$ cat config.mk
export PLATFORM = sky130hd
export DESIGN_NAME = cmpe_top
export DESIGN_NICKNAME = d
export VERILOG_FILES = /design/src/common/cmpe_pkg.sv /design/src/hdl/cmpe_top.sv /design/src/hdl/cmpe_sync.sv
export SDC_FILE = /design/constraint.sdc
export NUM_CORES = 1
export LEC_CHECK = 0
export BUFFER_PORTS_ARGS = -buffer_cell sky130_fd_sc_hd__buf_2
export CORE_ASPECT_RATIO = 0.9
export CORE_MARGIN = 1.5
export CORE_UTILIZATION = 45
export DETAILED_ROUTE_END_ITERATION = 12
export PLACE_DENSITY = 0.75
export SKIP_LAST_GASP = 1
export SYNTH_ARGS = -nofsm -noshare
export SYNTH_HDL_FRONTEND = slang
export SYNTH_HIERARCHICAL = 1
export SYNTH_SLANG_ARGS = --single-unit
$ cat constraint.sdc
create_clock -name ref_clk -period 1.8 [get_ports ref_clk]
set_input_delay 0 -clock ref_clk [delete_from_list [all_inputs] [get_ports ref_clk]]
set_output_delay 0 -clock ref_clk [all_outputs]
set_load 0.01 [all_outputs]
$ cat src/common/cmpe_pkg.sv
// cmpe_pkg: constants and carrier types for the comparator event control block
// assumes: nothing beyond a SystemVerilog compiler
package cmpe_pkg;

  // ==========================================================================
  // register map
  localparam logic [1:0] ADDR_CTRL_STATUS = 2'h0;
  localparam logic [1:0] ADDR_IRQ_STATUS  = 2'h1;
  localparam logic [1:0] ADDR_IRQ_MASK    = 2'h2;
  localparam logic [1:0] ADDR_PIN_STATUS  = 2'h3;

  // ==========================================================================
  // control and status field positions
  localparam int BIT_POWER_OFF   = 7;
  localparam int BIT_BANDGAP_SEL = 6;
  localparam int BIT_RESULT      = 5;
  localparam int BIT_EVENT_FLAG  = 4;
  localparam int BIT_IRQ_ENABLE  = 3;
  localparam int BIT_CAPTURE     = 2;
  localparam int BIT_MODE_HIGH   = 1;
  localparam int BIT_MODE_LOW    = 0;

  // ==========================================================================
  // status register bits (sticky, write one to clear)
  localparam int SBIT_CMP_EVENT  = 0;
  localparam int SBIT_VECTOR     = 1;
  localparam int STATUS_WIDTH    = 2;

  // ==========================================================================
  // reset values
  localparam logic [7:0] RESET_CTRL = 8'h00;
  localparam logic [1:0] RESET_MASK = 2'h0;

  // ==========================================================================
  // event modes
  typedef enum logic [1:0] {
    MODE_TOGGLE   = 2'h0,
    MODE_RESERVED = 2'h1,
    MODE_FALL     = 2'h2,
    MODE_RISE     = 2'h3
  } cmpe_mode_type;

  // ==========================================================================
  // control fields carried together
  typedef struct packed {
    logic          power_off;
    logic          bandgap_sel;
    logic          irq_enable;
    logic          capture_route;
    cmpe_mode_type mode;
  } cmpe_ctrl_type;

  // register port request
  typedef struct packed {
    logic [1:0] addr;
    logic [7:0] wdata;
    logic       wr;
    logic       rd;
  } cmpe_req_type;

endpackage : cmpe_pkg

$ cat src/hdl/cmpe_top.sv
// cmpe_top: control, status and event logic around an on-chip comparator
// assumes: analog result and pin-sharing inputs asynchronous, register port on ref_clk
`timescale 1ns/1ps

// What this block does
// - live synchronised comparator result readable as read-only status bit
// - power-off control bit switches comparator power off, writable anytime
// - bandgap select bit routes fixed reference to positive input instead of pin
// - event flag sets when output change matches selected event mode
// - comparator interrupt request only while flag, irq enable and global enable are set
// - flag clears when processor acknowledges the comparator vector
// - writing one to flag position clears it, zero leaves it
// - capture route bit feeds comparator output to timer capture front-end
// - mode 00 toggle, 01 reserved, 10 falling, 11 rising edge
// - second uart enable overrides shared comparator pin direction
// - fields: off 7, bandgap 6, result 5, flag 4, enable 3, capture 2, mode 1:0
module cmpe_top (
  // clock and reset
  input  wire logic       ref_clk,
  input  wire logic       rst_n,
  // register port
  input  wire logic [1:0] reg_addr,
  input  wire logic [7:0] reg_wdata,
  input  wire logic       reg_wr,
  input  wire logic       reg_rd,
  output logic      [7:0] reg_rdata,
  // processor side
  input  wire logic       global_irq_enable,
  input  wire logic       vector_ack,
  output logic            comparator_irq,
  output logic            block_irq,
  // analog front end
  input  wire logic       comparator_raw,
  output logic            comparator_power_off,
  output logic            bandgap_input_select,
  // timer capture front-end
  output logic            capture_input,
  output logic            capture_input_valid,
  // shared pins
  input  wire logic       uart_tx_enable,
  input  wire logic       uart_rx_enable,
  input  wire logic [1:0] port_b_direction,
  output logic      [1:0] pin_direction
);

  // ==========================================================================
  // synchronised inputs
  logic [2:0] sync_level;
  logic       result_now;
  logic       result_prev;
  logic       uart_tx_on;
  logic       uart_rx_on;

  cmpe_sync #(
    .WIDTH(3)
  ) u_sync (
    .ref_clk  (ref_clk),
    .rst_n    (rst_n),
    .async_in ({uart_rx_enable, uart_tx_enable, comparator_raw}),
    .sync_out (sync_level)
  );

  assign result_now = sync_level[0];
  assign uart_tx_on = sync_level[1];
  assign uart_rx_on = sync_level[2];

  // ==========================================================================
  // state
  cmpe_pkg::cmpe_ctrl_type          ctrl;
  logic                             event_flag;
  logic [cmpe_pkg::STATUS_WIDTH-1:0] irq_status;
  logic [cmpe_pkg::STATUS_WIDTH-1:0] irq_mask;

  // ==========================================================================
  // decode
  function automatic logic hit(input logic [1:0] a, input logic [1:0] target);
    hit = (a == target);
  endfunction : hit

  wire        wr_ctrl   = reg_wr && hit(reg_addr, cmpe_pkg::ADDR_CTRL_STATUS);
  wire        wr_status = reg_wr && hit(reg_addr, cmpe_pkg::ADDR_IRQ_STATUS);
  wire        wr_mask   = reg_wr && hit(reg_addr, cmpe_pkg::ADDR_IRQ_MASK);

  wire        rise_seen = result_now && !result_prev;
  wire        fall_seen = !result_now && result_prev;
  logic       event_hit;

  always_comb begin
    case (ctrl.mode)
      cmpe_pkg::MODE_TOGGLE:   event_hit = rise_seen || fall_seen;
      cmpe_pkg::MODE_FALL:     event_hit = fall_seen;
      cmpe_pkg::MODE_RISE:     event_hit = rise_seen;
      cmpe_pkg::MODE_RESERVED: event_hit = 1'b0;
      default:                 event_hit = 1'b0;
    endcase
  end

  // set wins over both clear sources
  wire flag_clear = (wr_ctrl && reg_wdata[cmpe_pkg::BIT_EVENT_FLAG])
                    || vector_ack;
  wire next_event_flag = event_hit || (event_flag && !flag_clear);

  wire [cmpe_pkg::STATUS_WIDTH-1:0] status_set = {vector_ack, event_hit};
  wire [cmpe_pkg::STATUS_WIDTH-1:0] status_clr = wr_status ?
      reg_wdata[cmpe_pkg::STATUS_WIDTH-1:0] : {cmpe_pkg::STATUS_WIDTH{1'b0}};
  wire [cmpe_pkg::STATUS_WIDTH-1:0] next_irq_status =
      status_set | (irq_status & ~status_clr);

  wire [7:0] ctrl_view = {ctrl.power_off, ctrl.bandgap_sel, result_now, event_flag,
                          ctrl.irq_enable, ctrl.capture_route, ctrl.mode};

  logic [7:0] next_rdata;
  always_comb begin
    case (reg_addr)
      cmpe_pkg::ADDR_CTRL_STATUS: next_rdata = ctrl_view;
      cmpe_pkg::ADDR_IRQ_STATUS:  next_rdata = {6'h00, irq_status};
      cmpe_pkg::ADDR_IRQ_MASK:    next_rdata = {6'h00, irq_mask};
      cmpe_pkg::ADDR_PIN_STATUS:  next_rdata = {5'h00, uart_rx_on, uart_tx_on, result_now};
      default:                    next_rdata = 8'h00;
    endcase
  end

  wire       uart_owns  = uart_tx_on || uart_rx_on;
  wire [1:0] next_dir   = uart_owns ? {1'b0, uart_tx_on} : port_b_direction;
  wire       next_irq_enable = wr_ctrl ? reg_wdata[cmpe_pkg::BIT_IRQ_ENABLE] : ctrl.irq_enable;
  wire       next_irq   = next_event_flag && next_irq_enable && global_irq_enable;

  // ==========================================================================
  // control register
  always_ff @(posedge ref_clk or negedge rst_n) begin
    if (!rst_n) begin
      ctrl.power_off     <= cmpe_pkg::RESET_CTRL[cmpe_pkg::BIT_POWER_OFF];
      ctrl.bandgap_sel   <= cmpe_pkg::RESET_CTRL[cmpe_pkg::BIT_BANDGAP_SEL];
      ctrl.irq_enable    <= cmpe_pkg::RESET_CTRL[cmpe_pkg::BIT_IRQ_ENABLE];
      ctrl.capture_route <= cmpe_pkg::RESET_CTRL[cmpe_pkg::BIT_CAPTURE];
      ctrl.mode          <= cmpe_pkg::cmpe_mode_type'(
                            cmpe_pkg::RESET_CTRL[cmpe_pkg::BIT_MODE_HIGH:cmpe_pkg::BIT_MODE_LOW]);
    end else if (wr_ctrl) begin
      ctrl.power_off     <= reg_wdata[cmpe_pkg::BIT_POWER_OFF];
      ctrl.bandgap_sel   <= reg_wdata[cmpe_pkg::BIT_BANDGAP_SEL];
      ctrl.irq_enable    <= reg_wdata[cmpe_pkg::BIT_IRQ_ENABLE];
      ctrl.capture_route <= reg_wdata[cmpe_pkg::BIT_CAPTURE];
      ctrl.mode          <= cmpe_pkg::cmpe_mode_type'(
                            reg_wdata[cmpe_pkg::BIT_MODE_HIGH:cmpe_pkg::BIT_MODE_LOW]);
    end
  end

  // ==========================================================================
  // flags and interrupt status
  always_ff @(posedge ref_clk or negedge rst_n) begin
    if (!rst_n) begin
      event_flag  <= 1'b0;
      result_prev <= 1'b0;
      irq_status  <= '0;
      irq_mask    <= cmpe_pkg::RESET_MASK;
    end else begin
      event_flag  <= next_event_flag;
      result_prev <= result_now;
      irq_status  <= next_irq_status;
      if (wr_mask) begin
        irq_mask <= reg_wdata[cmpe_pkg::STATUS_WIDTH-1:0];
      end
    end
  end

  // ==========================================================================
  // registered outputs
  always_ff @(posedge ref_clk or negedge rst_n) begin
    if (!rst_n) begin
      reg_rdata            <= 8'h00;
      comparator_irq       <= 1'b0;
      block_irq            <= 1'b0;
      comparator_power_off <= 1'b0;
      bandgap_input_select <= 1'b0;
      capture_input        <= 1'b0;
      capture_input_valid  <= 1'b0;
      pin_direction        <= 2'h0;
    end else begin
      reg_rdata            <= reg_rd ? next_rdata : 8'h00;
      comparator_irq       <= next_irq;
      block_irq            <= |(next_irq_status & irq_mask);
      comparator_power_off <= wr_ctrl ? reg_wdata[cmpe_pkg::BIT_POWER_OFF]
                                      : ctrl.power_off;
      bandgap_input_select <= wr_ctrl ? reg_wdata[cmpe_pkg::BIT_BANDGAP_SEL]
                                      : ctrl.bandgap_sel;
      capture_input        <= ctrl.capture_route && result_now;
      capture_input_valid  <= ctrl.capture_route;
      pin_direction        <= next_dir;
    end
  end

endmodule : cmpe_top

$ cat src/hdl/cmpe_sync.sv
// cmpe_sync: two flip-flop synchroniser for a vector of pin levels
// assumes: inputs asynchronous to ref_clk, reset asynchronous active low
`timescale 1ns/1ps
module cmpe_sync #(
  parameter int WIDTH = 1
) (
  // clock and reset
  input  wire logic             ref_clk,
  input  wire logic             rst_n,
  // levels
  input  wire logic [WIDTH-1:0] async_in,
  output logic      [WIDTH-1:0] sync_out
);

  logic [WIDTH-1:0] stage_one;

  // ==========================================================================
  // per-bit chains
  genvar gi;
  generate
    for (gi = 0; gi < WIDTH; gi++) begin : g_bit
      always_ff @(posedge ref_clk or negedge rst_n) begin
        if (!rst_n) begin
          stage_one[gi] <= 1'b0;
          sync_out[gi]  <= 1'b0;
        end else begin
          stage_one[gi] <= async_in[gi];
          sync_out[gi]  <= stage_one[gi];
        end
      end
    end
  endgenerate

endmodule : cmpe_sync

==> out/results.tsv, run 1 <==
metric	value	unit
status	completed	
Synth warnings	6	
CTS root buffer	clkbuf_4	
Critical Path RT	2020	ps
port bufs	35	
Filler cells	225	
Congestion Overflow GR	0	
largest net degree at the start of global routing	35	
sequential share of the synthesized area	66.9	%
CP startpoint kind	flip-flop	
gpl congestion	0.751	
VDD IR max	577	µV
Clock Sinks	34	
Routed Antenna Nets	0	
Yosys top cell area share	66.9	%
Synth area leader	dfrtp_1	
vias in the first global route	806	
RSZ-0062 raised after global routing	no	
total CTS buffers	5	
TritonCTS clock tree	done	
first-pass iteration count of the detailed router	3	
Die Y	53.4	µm
Net count, final	162	
R2R Path End	block_irq	
I/O pins	37	
vias per cell	4.65	
Worst Tran Pin Value	717	ps
syn nets	106	
Layout Skew	7.36	ps
setup slack, reg-to-reg	270	ps
critical path class	flip-flop to flip-flop	
Worst Setup EP	block_irq	
most common library cells after synthesis	dfrtp_1, inv_1, mux2_2, and3_1, and2_1	
initial antenna violation count	0	
initial core utilization	46.6	%
postcts setup bufs	0	
Post-synth ARST share	100	%
synth top area cells	dfrtp_1, mux2_2, mux4_1	
f_max	654	MHz
worst slack, placed	241	ps
Multi-input gate area	368	µm²
DR WL/cell	12.4	µm
Yosys cell types	24	
post-cts sizing count	0	
H-tree levels	2	
crit path launch	u_sync/sync_out[0]	
Ant. Diodes	0	
top_reg_cell synth	dfrtp_1	
cells after synthesis	83	
Crit Reg-Reg Startpoint	u_sync/sync_out[0]	
share of cells above drive strength 1	38.1	%
critical path arrival	1750	ps
Min-Delay Path Class	input port to flip-flop	
setup TNS	0	ps
Worst-path clk slew	100	ps
setup violators final	0	
Reg area	851	µm²
via count	833	
Critical Path Fanout Max	6	
worst skew pair latency	330	ps
All-Layer GR Usage	16.3	%
worst reg2reg path depth	5	
Max Cap Viol	0	
Avg Inst Size Synth	15.3	µm²
drc violations	0	
global-route wire length before repair	3.55	mm
HPWL Detailed	1.59	mm
Pwr per Cell Area	905	nW/µm²
CTS Buffer Depth	2	
Tot Pwr	1.52	mW
WL final	2.21	mm
crit share post-route	85.0	%
Slew Viols, Final	0	
# rows	18	
Fin. Hold Viols	0	
fin worst setup slack	270	ps
core area	2730	µm²
Crit. End Element	flip-flop	
Max-Slew Margin vs Limit	52.2	%
Core Util, Final	61.7	%
Yosys reg bits	34	
Tmin final	1530	ps
layout overhead on the synthesized area	32.3	%
Die X	59.0	µm
number of flops mapped to enable cells by yosys	0	
static leakage	0.847	nW
top-count cell post-synth	dfrtp_1	
full die area	3150	µm²
synthesized area	1270	µm²
1st-iter DRT viols	12	
-- registers in the layout, indices dropped and copies added (netlist names) --
name and flops:
pin_direction 2, block_irq 1, comparator_irq 1, comparator_power_off 1, u_sync/sync_out 3, u_sync/stage_one 3
result_prev 1, ctrl 6, irq_mask 2, irq_status 2, bandgap_input_select 1, event_flag 1
reg_rdata 8, capture_input 1, capture_input_valid 1
-- cells by family (layout without fill, tap and decap cells) --
kind of cell             Yosys count  in the layout  synth area share, %
AO/OA/AOI/OAI                      8              8                 5.31
adder cells (fa/ha/maj)            2              2                 1.97
buffers and inverters             10             66                 4.13
flip-flops                        34             34                 66.9
multiplexers                      11             11                 12.0
AND/OR/NAND/NOR                   18             18                 9.65
-- through the flow --
step | instances | cell area, µm² | hold WS, ps
after detailed placement | 156 | 1470 | 101
after CTS | 179 | 1680 | 14.1
after global routing | 179 | 1680 | 9.78
after floorplan | 83 | 1270 | -296
final | 179 | 1680 | 19.3
after global placement | 156 | 1470 | 86.9
-- power breakdown --
part | switching [mW] | internal, mW
registers | 0.0473 | 0.853
clock network | 0.238 | 0.140
logic | 0.110 | 0.133
-- routing by layer --
metal | track usage [%] | up-vias | share of wire [%]
li1 | - | 403 | -
met1 | 18.4 | 396 | 47
met2 | 27.4 | 29 | 47
met3 | 7.33 | 5 | 5.2
met4 | 5.68 | 0 | 0.95
met5 | 0 | - | 0
-- layout make-up --
class	instances	share of cell area, %
inverter	8	1.79
sequential	34	50.6
tap	40	2.98
multi-input combinational	39	21.9
clock buffer	5	2.23
clock inverter	2	0.595
timing repair buffer	51	19.9
-- worst min-delay path by stage --
stage,start,slack [ps],endpoint,cells past startpoint
2_1_floorplan,rst_n,-300,bandgap_input_select,0
3_3_place_gp,rst_n,90,bandgap_input_select,1
3_5_place_dp,rst_n,100,bandgap_input_select,1
4_1_cts,reg_addr[1],10,reg_rdata[2],3
5_1_grt,reg_addr[1],10,reg_rdata[2],3
6_report,reg_addr[1],20,reg_rdata[2],3
-- cell usage in the layout (no fill, tap or decap), types with 2 or more instances in the layout --
cell | synthesis | layout
mux4_1 | 2 | 2
nand4b_1 | 2 | 2
and2_1 | 3 | 3
buf_2 | 0 | 35
a21o_1 | 2 | 2
nand2_1 | 2 | 2
mux2_2 | 8 | 8
dfrtp_1 | 34 | 34
ha_1 | 2 | 2
dlygate4sd3_1 | 0 | 16
clkinv_2 | 0 | 2
and3_1 | 5 | 5
inv_1 | 8 | 8
clkbuf_4 | 0 | 5
-- repair_timing --
item	4_1_cts	5_1_grt
setup endpoints to repair	0	0
hold endpoints to repair	59	0
hold buffers	16	0
-- critical path, cell delays in order, from the launching register on --
cell	delay [ps]
dfrtp_1	430
inv_1	70
ha_1	200
mux2_2	270
a221oi_1	350
o2bb2ai_1	110
Power figures use the tool's default switching activity.
==> inputs of run 2 (changes only) <==
- PLACE_DENSITY: 0.75 -> 0.78
- clock period: 1.8 -> 1.35 ns (I/O delays scaled with it)
==> out/results.tsv, run 2 (same netlist as run 1, synthesis figures left out) <==
metric	value	unit
Filler cells	217	
worst skew pair latency	330	ps
setup violators final	1	
most frequent cells in the layout	buf_2, dfrtp_1, dlygate4sd3_1, inv_1, mux2_2	
violated checks	setup timing	
f_max	728	MHz
static leakage	0.858	nW
Pint	1.51	mW
setup slack, reg-to-reg	-20	ps
Layout Skew	4.99	ps
clock group share of total power	24.4	%
Routed Antenna Nets	0	
Critical Path Fanout Max	4	
most common library cell in the layout ignoring fill and taps	buf_2	
Reg area	851	µm²
placed cells	158	
H-tree levels	2	
TritonCTS clock tree	done	
number of flip-flops in the largest register	8	
worst reg2reg path depth	5	
Flop pwr share	59.0	%
full die area	3150	µm²
Pwr per Cell Area	1190	nW/µm²
initial core utilization	46.6	%
vias in the first global route	800	
largest registers	reg_rdata: 8 flops, ctrl: 6 flops	
Core Util, Final	62.8	%
Net count, final	164	
Worst Setup EP	block_irq	
Crit. End Element	flip-flop	
RSZ-0062 raised after global routing	yes	
Critical Path RT	1570	ps
port bufs	35	
fin worst setup slack	-23.6	ps
1st-iter DRT viols	13	
R2R Path End	block_irq	
CTS root buffer	clkbuf_4	
crit share post-route	102	%
worst slack, placed	-47.4	ps
CTS Buffer Depth	2	
Fin. Hold Viols	0	
Worst Tran Pin Value	711	ps
WL final	2.31	mm
vias per cell	4.64	
Worst-path clk slew	90	ps
fin cells	181	
critical path class	flip-flop to flip-flop	
total CTS buffers	5	
Ant. Diodes	0	
Reg with most FFs	reg_rdata	
Slew Viols, Final	0	
VDD IR max	766	µV
CP startpoint kind	flip-flop	
Tmin final	1370	ps
NetSw	531	µW
combinational fraction of design power	16.6	%
HPWL Detailed	1.67	mm
via count	840	
core area	2730	µm²
# rows	18	
status	finished, violations left	
Max Cap Viol	0	
Crit Reg-Reg Startpoint	u_sync/sync_out[0]	
I/O pins	37	
hold path depth	4	
Congestion Overflow GR	0	
initial antenna violation count	0	
layout overhead on the synthesized area	34.6	%
drc violations	0	
gpl congestion	0.769	
Clock Sinks	34	
crit path launch	u_sync/sync_out[0]	
largest net degree at the start of global routing	35	
critical path arrival	1600	ps
global-route wire length before repair	3.82	mm
Switching Fraction	26.0	%
DR WL/cell	12.8	µm
All-Layer GR Usage	17.5	%
Multi-input gate area	383	µm²
Die X	59.0	µm
Die Y	53.4	µm
first-pass iteration count of the detailed router	4	
share of cells above drive strength 1	41.1	%
Max-Slew Margin vs Limit	52.6	%
Tot Pwr	2.05	mW
Min-Delay Path Class	input port to flip-flop	
-- run 2: cell count changes in the layout (fill, tap and decap cells not counted) --
cell | previous run | this run
ha_2 | 0 | 2
a221oi_1 | 1 | 0
buf_4 | 0 | 2
mux2_4 | 0 | 1
a221oi_2 | 0 | 1
ha_1 | 2 | 0
mux2_2 | 8 | 7
-- run 2: cell type report --
type / instances / area share (%)
clock inverter: 2 / 0.585
multi-input combinational: 39 / 22.4
sequential: 34 / 49.7
timing repair buffer: 53 / 20.5
inverter: 8 / 1.75
tap: 40 / 2.92
clock buffer: 5 / 2.19
-- run 2: timing repair --
action                                 CTS  global route
gates resized for setup                  3             0
setup endpoints to repair                4             4
cloned                                   0             0
hold buffers                            16             0
setup buffers                            0             0
pin swaps                                3             0
endpoints found under the hold margin   59             0
-- run 2: metal layers --
metal | track usage [%] | part of all wire, % | vias to the layer above
li1 | - | - | 404
met5 | 0 | 0 | -
met3 | 7.33 | 6.1 | 7
met1 | 21.4 | 45 | 399
met2 | 28.0 | 48 | 30
met4 | 5.68 | 1.6 | 0
-- run 2: power groups by stage --
stage	logic, mW	clock network, mW	registers (mW)
after floorplan	0.154	0	1.23
after global placement	0.296	0	1.22
after detailed placement	0.307	0	1.23
after CTS	0.346	0.518	1.21
after global routing	0.383	0.563	1.22
final	0.340	0.499	1.21
-- run 2: how the worst min path moves through the flow --
stage / startpoint / endpoint / slack, ps
2_1_floorplan: rst_n / bandgap_input_select / -300
3_3_place_gp: rst_n / bandgap_input_select / 90
3_5_place_dp: rst_n / reg_rdata[6] / 90
4_1_cts: reg_wr / irq_status[0] / 30
5_1_grt: reg_wr / irq_status[1] / 30
6_report: reg_wr / irq_status[0] / 30
-- run 2: per-stage QoR --
step / hold slack (ps) / instance area, µm² / setup TNS (ps)
2_1_floorplan: -296 / 1280 / 0
3_3_place_gp: 85.9 / 1500 / 0
3_5_place_dp: 93.6 / 1500 / -99.0
4_1_cts: 26.7 / 1710 / -24.6
5_1_grt: 32.4 / 1710 / -436
6_report: 32.7 / 1710 / -23.6
-- run 2: critical path: stages, from the launching register on --
cell	delay, ps
dfrtp_1	400
inv_1	60
ha_2	160
mux2_4	280
a221oi_2	270
o2bb2ai_1	100
==> inputs of run 3 (changes only) <==
- SYNTH_HIERARCHICAL: 1 -> not set
==> out/results.tsv, run 3 <==
metric	value	unit
status	finished, violations left	
violated checks	setup timing	
Hold Crit Start	reg_addr[1]	
All-Layer GR Usage	17.3	%
Worst-path clk slew	90	ps
critical path arrival	1620	ps
Avg Inst Size Synth	15.3	µm²
Max Used Layer	met4	
Tmin final	1410	ps
Tot Pwr	2.09	mW
# rows	18	
largest registers	reg_rdata: 8 flops, ctrl: 6 flops	
Core Util, Final	63.2	%
setup slack, reg-to-reg	-60	ps
Reg with most FFs	reg_rdata	
Reg area	851	µm²
Yosys top cell area share	66.9	%
worst skew pair latency	320	ps
Synth area leader	dfrtp_1	
VDD IR max	728	µV
final instance area	1720	µm²
post-route met1 wirelength	974	µm
initial antenna violation count	0	
worst slack, placed	-53.8	ps
vias in the first global route	875	
Routed Antenna Nets	0	
Net count, final	164	
I/O pins	37	
most common library cells after synthesis	dfrtp_1, inv_1, mux2_2, and3_1, and2_1	
top_reg_cell synth	dfrtp_1	
worst path cell trace	inv_1 > ha_2 > mux2_4 > a221oi_4 > o2bb2ai_1	
first-pass iteration count of the detailed router	2	
WL final	2.33	mm
syn nets	106	
clock group share of total power	25.1	%
Min-Delay Path Class	input port to flip-flop	
Filler cells	234	
Switching Fraction	24.8	%
R2R Path End	block_irq	
layout overhead on the synthesized area	35.5	%
gpl congestion	0.770	
Yosys cell types	24	
number of flops mapped to enable cells by yosys	0	
static leakage	0.858	nW
DR WL/cell	12.9	µm
RSZ-0062 raised after global routing	yes	
Critical Path RT	1560	ps
CTS root buffer	clkbuf_4	
most common library cell in the layout ignoring fill and taps	buf_2	
final hold slack	38.2	ps
cells after synthesis	83	
Worst Setup EP	block_irq	
f_max	708	MHz
1st-iter DRT viols	13	
setup violators final	4	
placed cells	158	
critical path class	flip-flop to flip-flop	
CP startpoint kind	flip-flop	
Pint	1.57	mW
via count	844	
Max Cap Viol	0	
Die X	59.0	µm
number of flip-flops in the largest register	8	
Layout Skew	1.90	ps
DR WL met3	145	µm
share of cells above drive strength 1	41.4	%
combinational fraction of design power	16.9	%
full die area	3150	µm²
Synth warnings	0	
worst stage delay on the critical path	400	ps
most frequent cells in the layout	buf_2, dfrtp_1, dlygate4sd3_1, inv_1, mux2_2	
vias per cell	4.69	
Crit. End Element	flip-flop	
Yosys reg bits	34	
CP max-delay cell	dfrtp_1	
Slew Viols, Final	0	
met2 WL post-DR	1.16	mm
NetSw	518	µW
fin cells	180	
H-tree levels	2	
crit path launch	u_sync.sync_out[0]	
HPWL Detailed	1.64	mm
crit share post-route	105	%
Pwr per Cell Area	1210	nW/µm²
synthesized area	1270	µm²
Ant. Diodes	0	
Die Y	53.4	µm
global-route wire length before repair	3.77	mm
top-count cell post-synth	dfrtp_1	
Clock Sinks	34	
Max-Slew Margin vs Limit	52.8	%
postcts setup bufs	0	
total CTS buffers	5	
Critical Path Fanout Max	4	
port bufs	35	
Congestion Overflow GR	0	
setup TNS	-140	ps
CTS Buffer Depth	2	
fin worst setup slack	-61.9	ps
placed cell areas	1500	µm²
drc violations	0	
core area	2730	µm²
Crit Reg-Reg Startpoint	u_sync.sync_out[0]	
sequential share of the synthesized area	66.9	%
Flop pwr share	58.0	%
Multi-input gate area	390	µm²
largest net degree at the start of global routing	35	
TritonCTS clock tree	done	
initial core utilization	46.6	%
worst reg2reg path depth	5	
synth top area cells	dfrtp_1, mux2_2, mux4_1	
Worst Tran Pin Value	708	ps
Fin. Hold Viols	0	
Post-synth ARST share	100	%
-- run 3: cell families after synthesis --
| family | count (synthesis) | share of synthesized area, % |
|---|---|---|
| AO/OA/AOI/OAI | 8 | 5.31 |
| multiplexers | 11 | 12.0 |
| adder cells (fa/ha/maj) | 2 | 1.97 |
| AND/OR/NAND/NOR | 18 | 9.65 |
| flip-flops | 34 | 66.9 |
| buffers and inverters | 10 | 4.13 |
-- run 3: area by class of cell --
cell class	instances	area share [%]
inverter	8	1.74
clock buffer	6	2.98
sequential	34	49.4
multi-input combinational	39	22.7
timing repair buffer	53	20.3
tap	40	2.90
-- run 3: what timing repair did --
item | in CTS | in global routing
pin swaps | 3 | 0
hold endpoints to repair | 59 | 0
hold buffers | 16 | 0
resized for setup | 3 | 2
setup endpoints to repair | 4 | 5
-- run 3: critical path: cells and delay by family (launching register included) --
family | cells | cell delay (ps)
buf+inv | 1 | 70
flops | 1 | 400
fa+ha+maj | 1 | 170
compound gates | 2 | 370
mux | 1 | 290
-- run 3: how the worst min path moves through the flow --
stage / end / slack [ps] / depth (start not counted)
global route: reg_rdata[2] / 50 / 3
floorplan: bandgap_input_select / -300 / 0
detailed placement: reg_rdata[6] / 90 / 1
finish: reg_rdata[2] / 40 / 3
global placement: bandgap_input_select / 90 / 1
CTS: reg_rdata[2] / 30 / 3
-- run 3: metal layers --
| metal | up-vias | global-route usage (%) |
|---|---|---|
| met5 | - | 0 |
| met2 | 29 | 30.0 |
| met1 | 405 | 18.5 |
| met3 | 6 | 7.58 |
| li1 | 404 | - |
| met4 | 0 | 6.82 |
-- run 3: power by group through the flow --
stage                     sequential, mW  clock, mW  combinational (mW)
after floorplan                     1.23          0               0.154
after CTS                           1.20      0.541               0.347
after global placement              1.22          0               0.296
final                               1.21      0.524               0.353
after detailed placement            1.22          0               0.309
after global routing                1.22      0.593               0.392
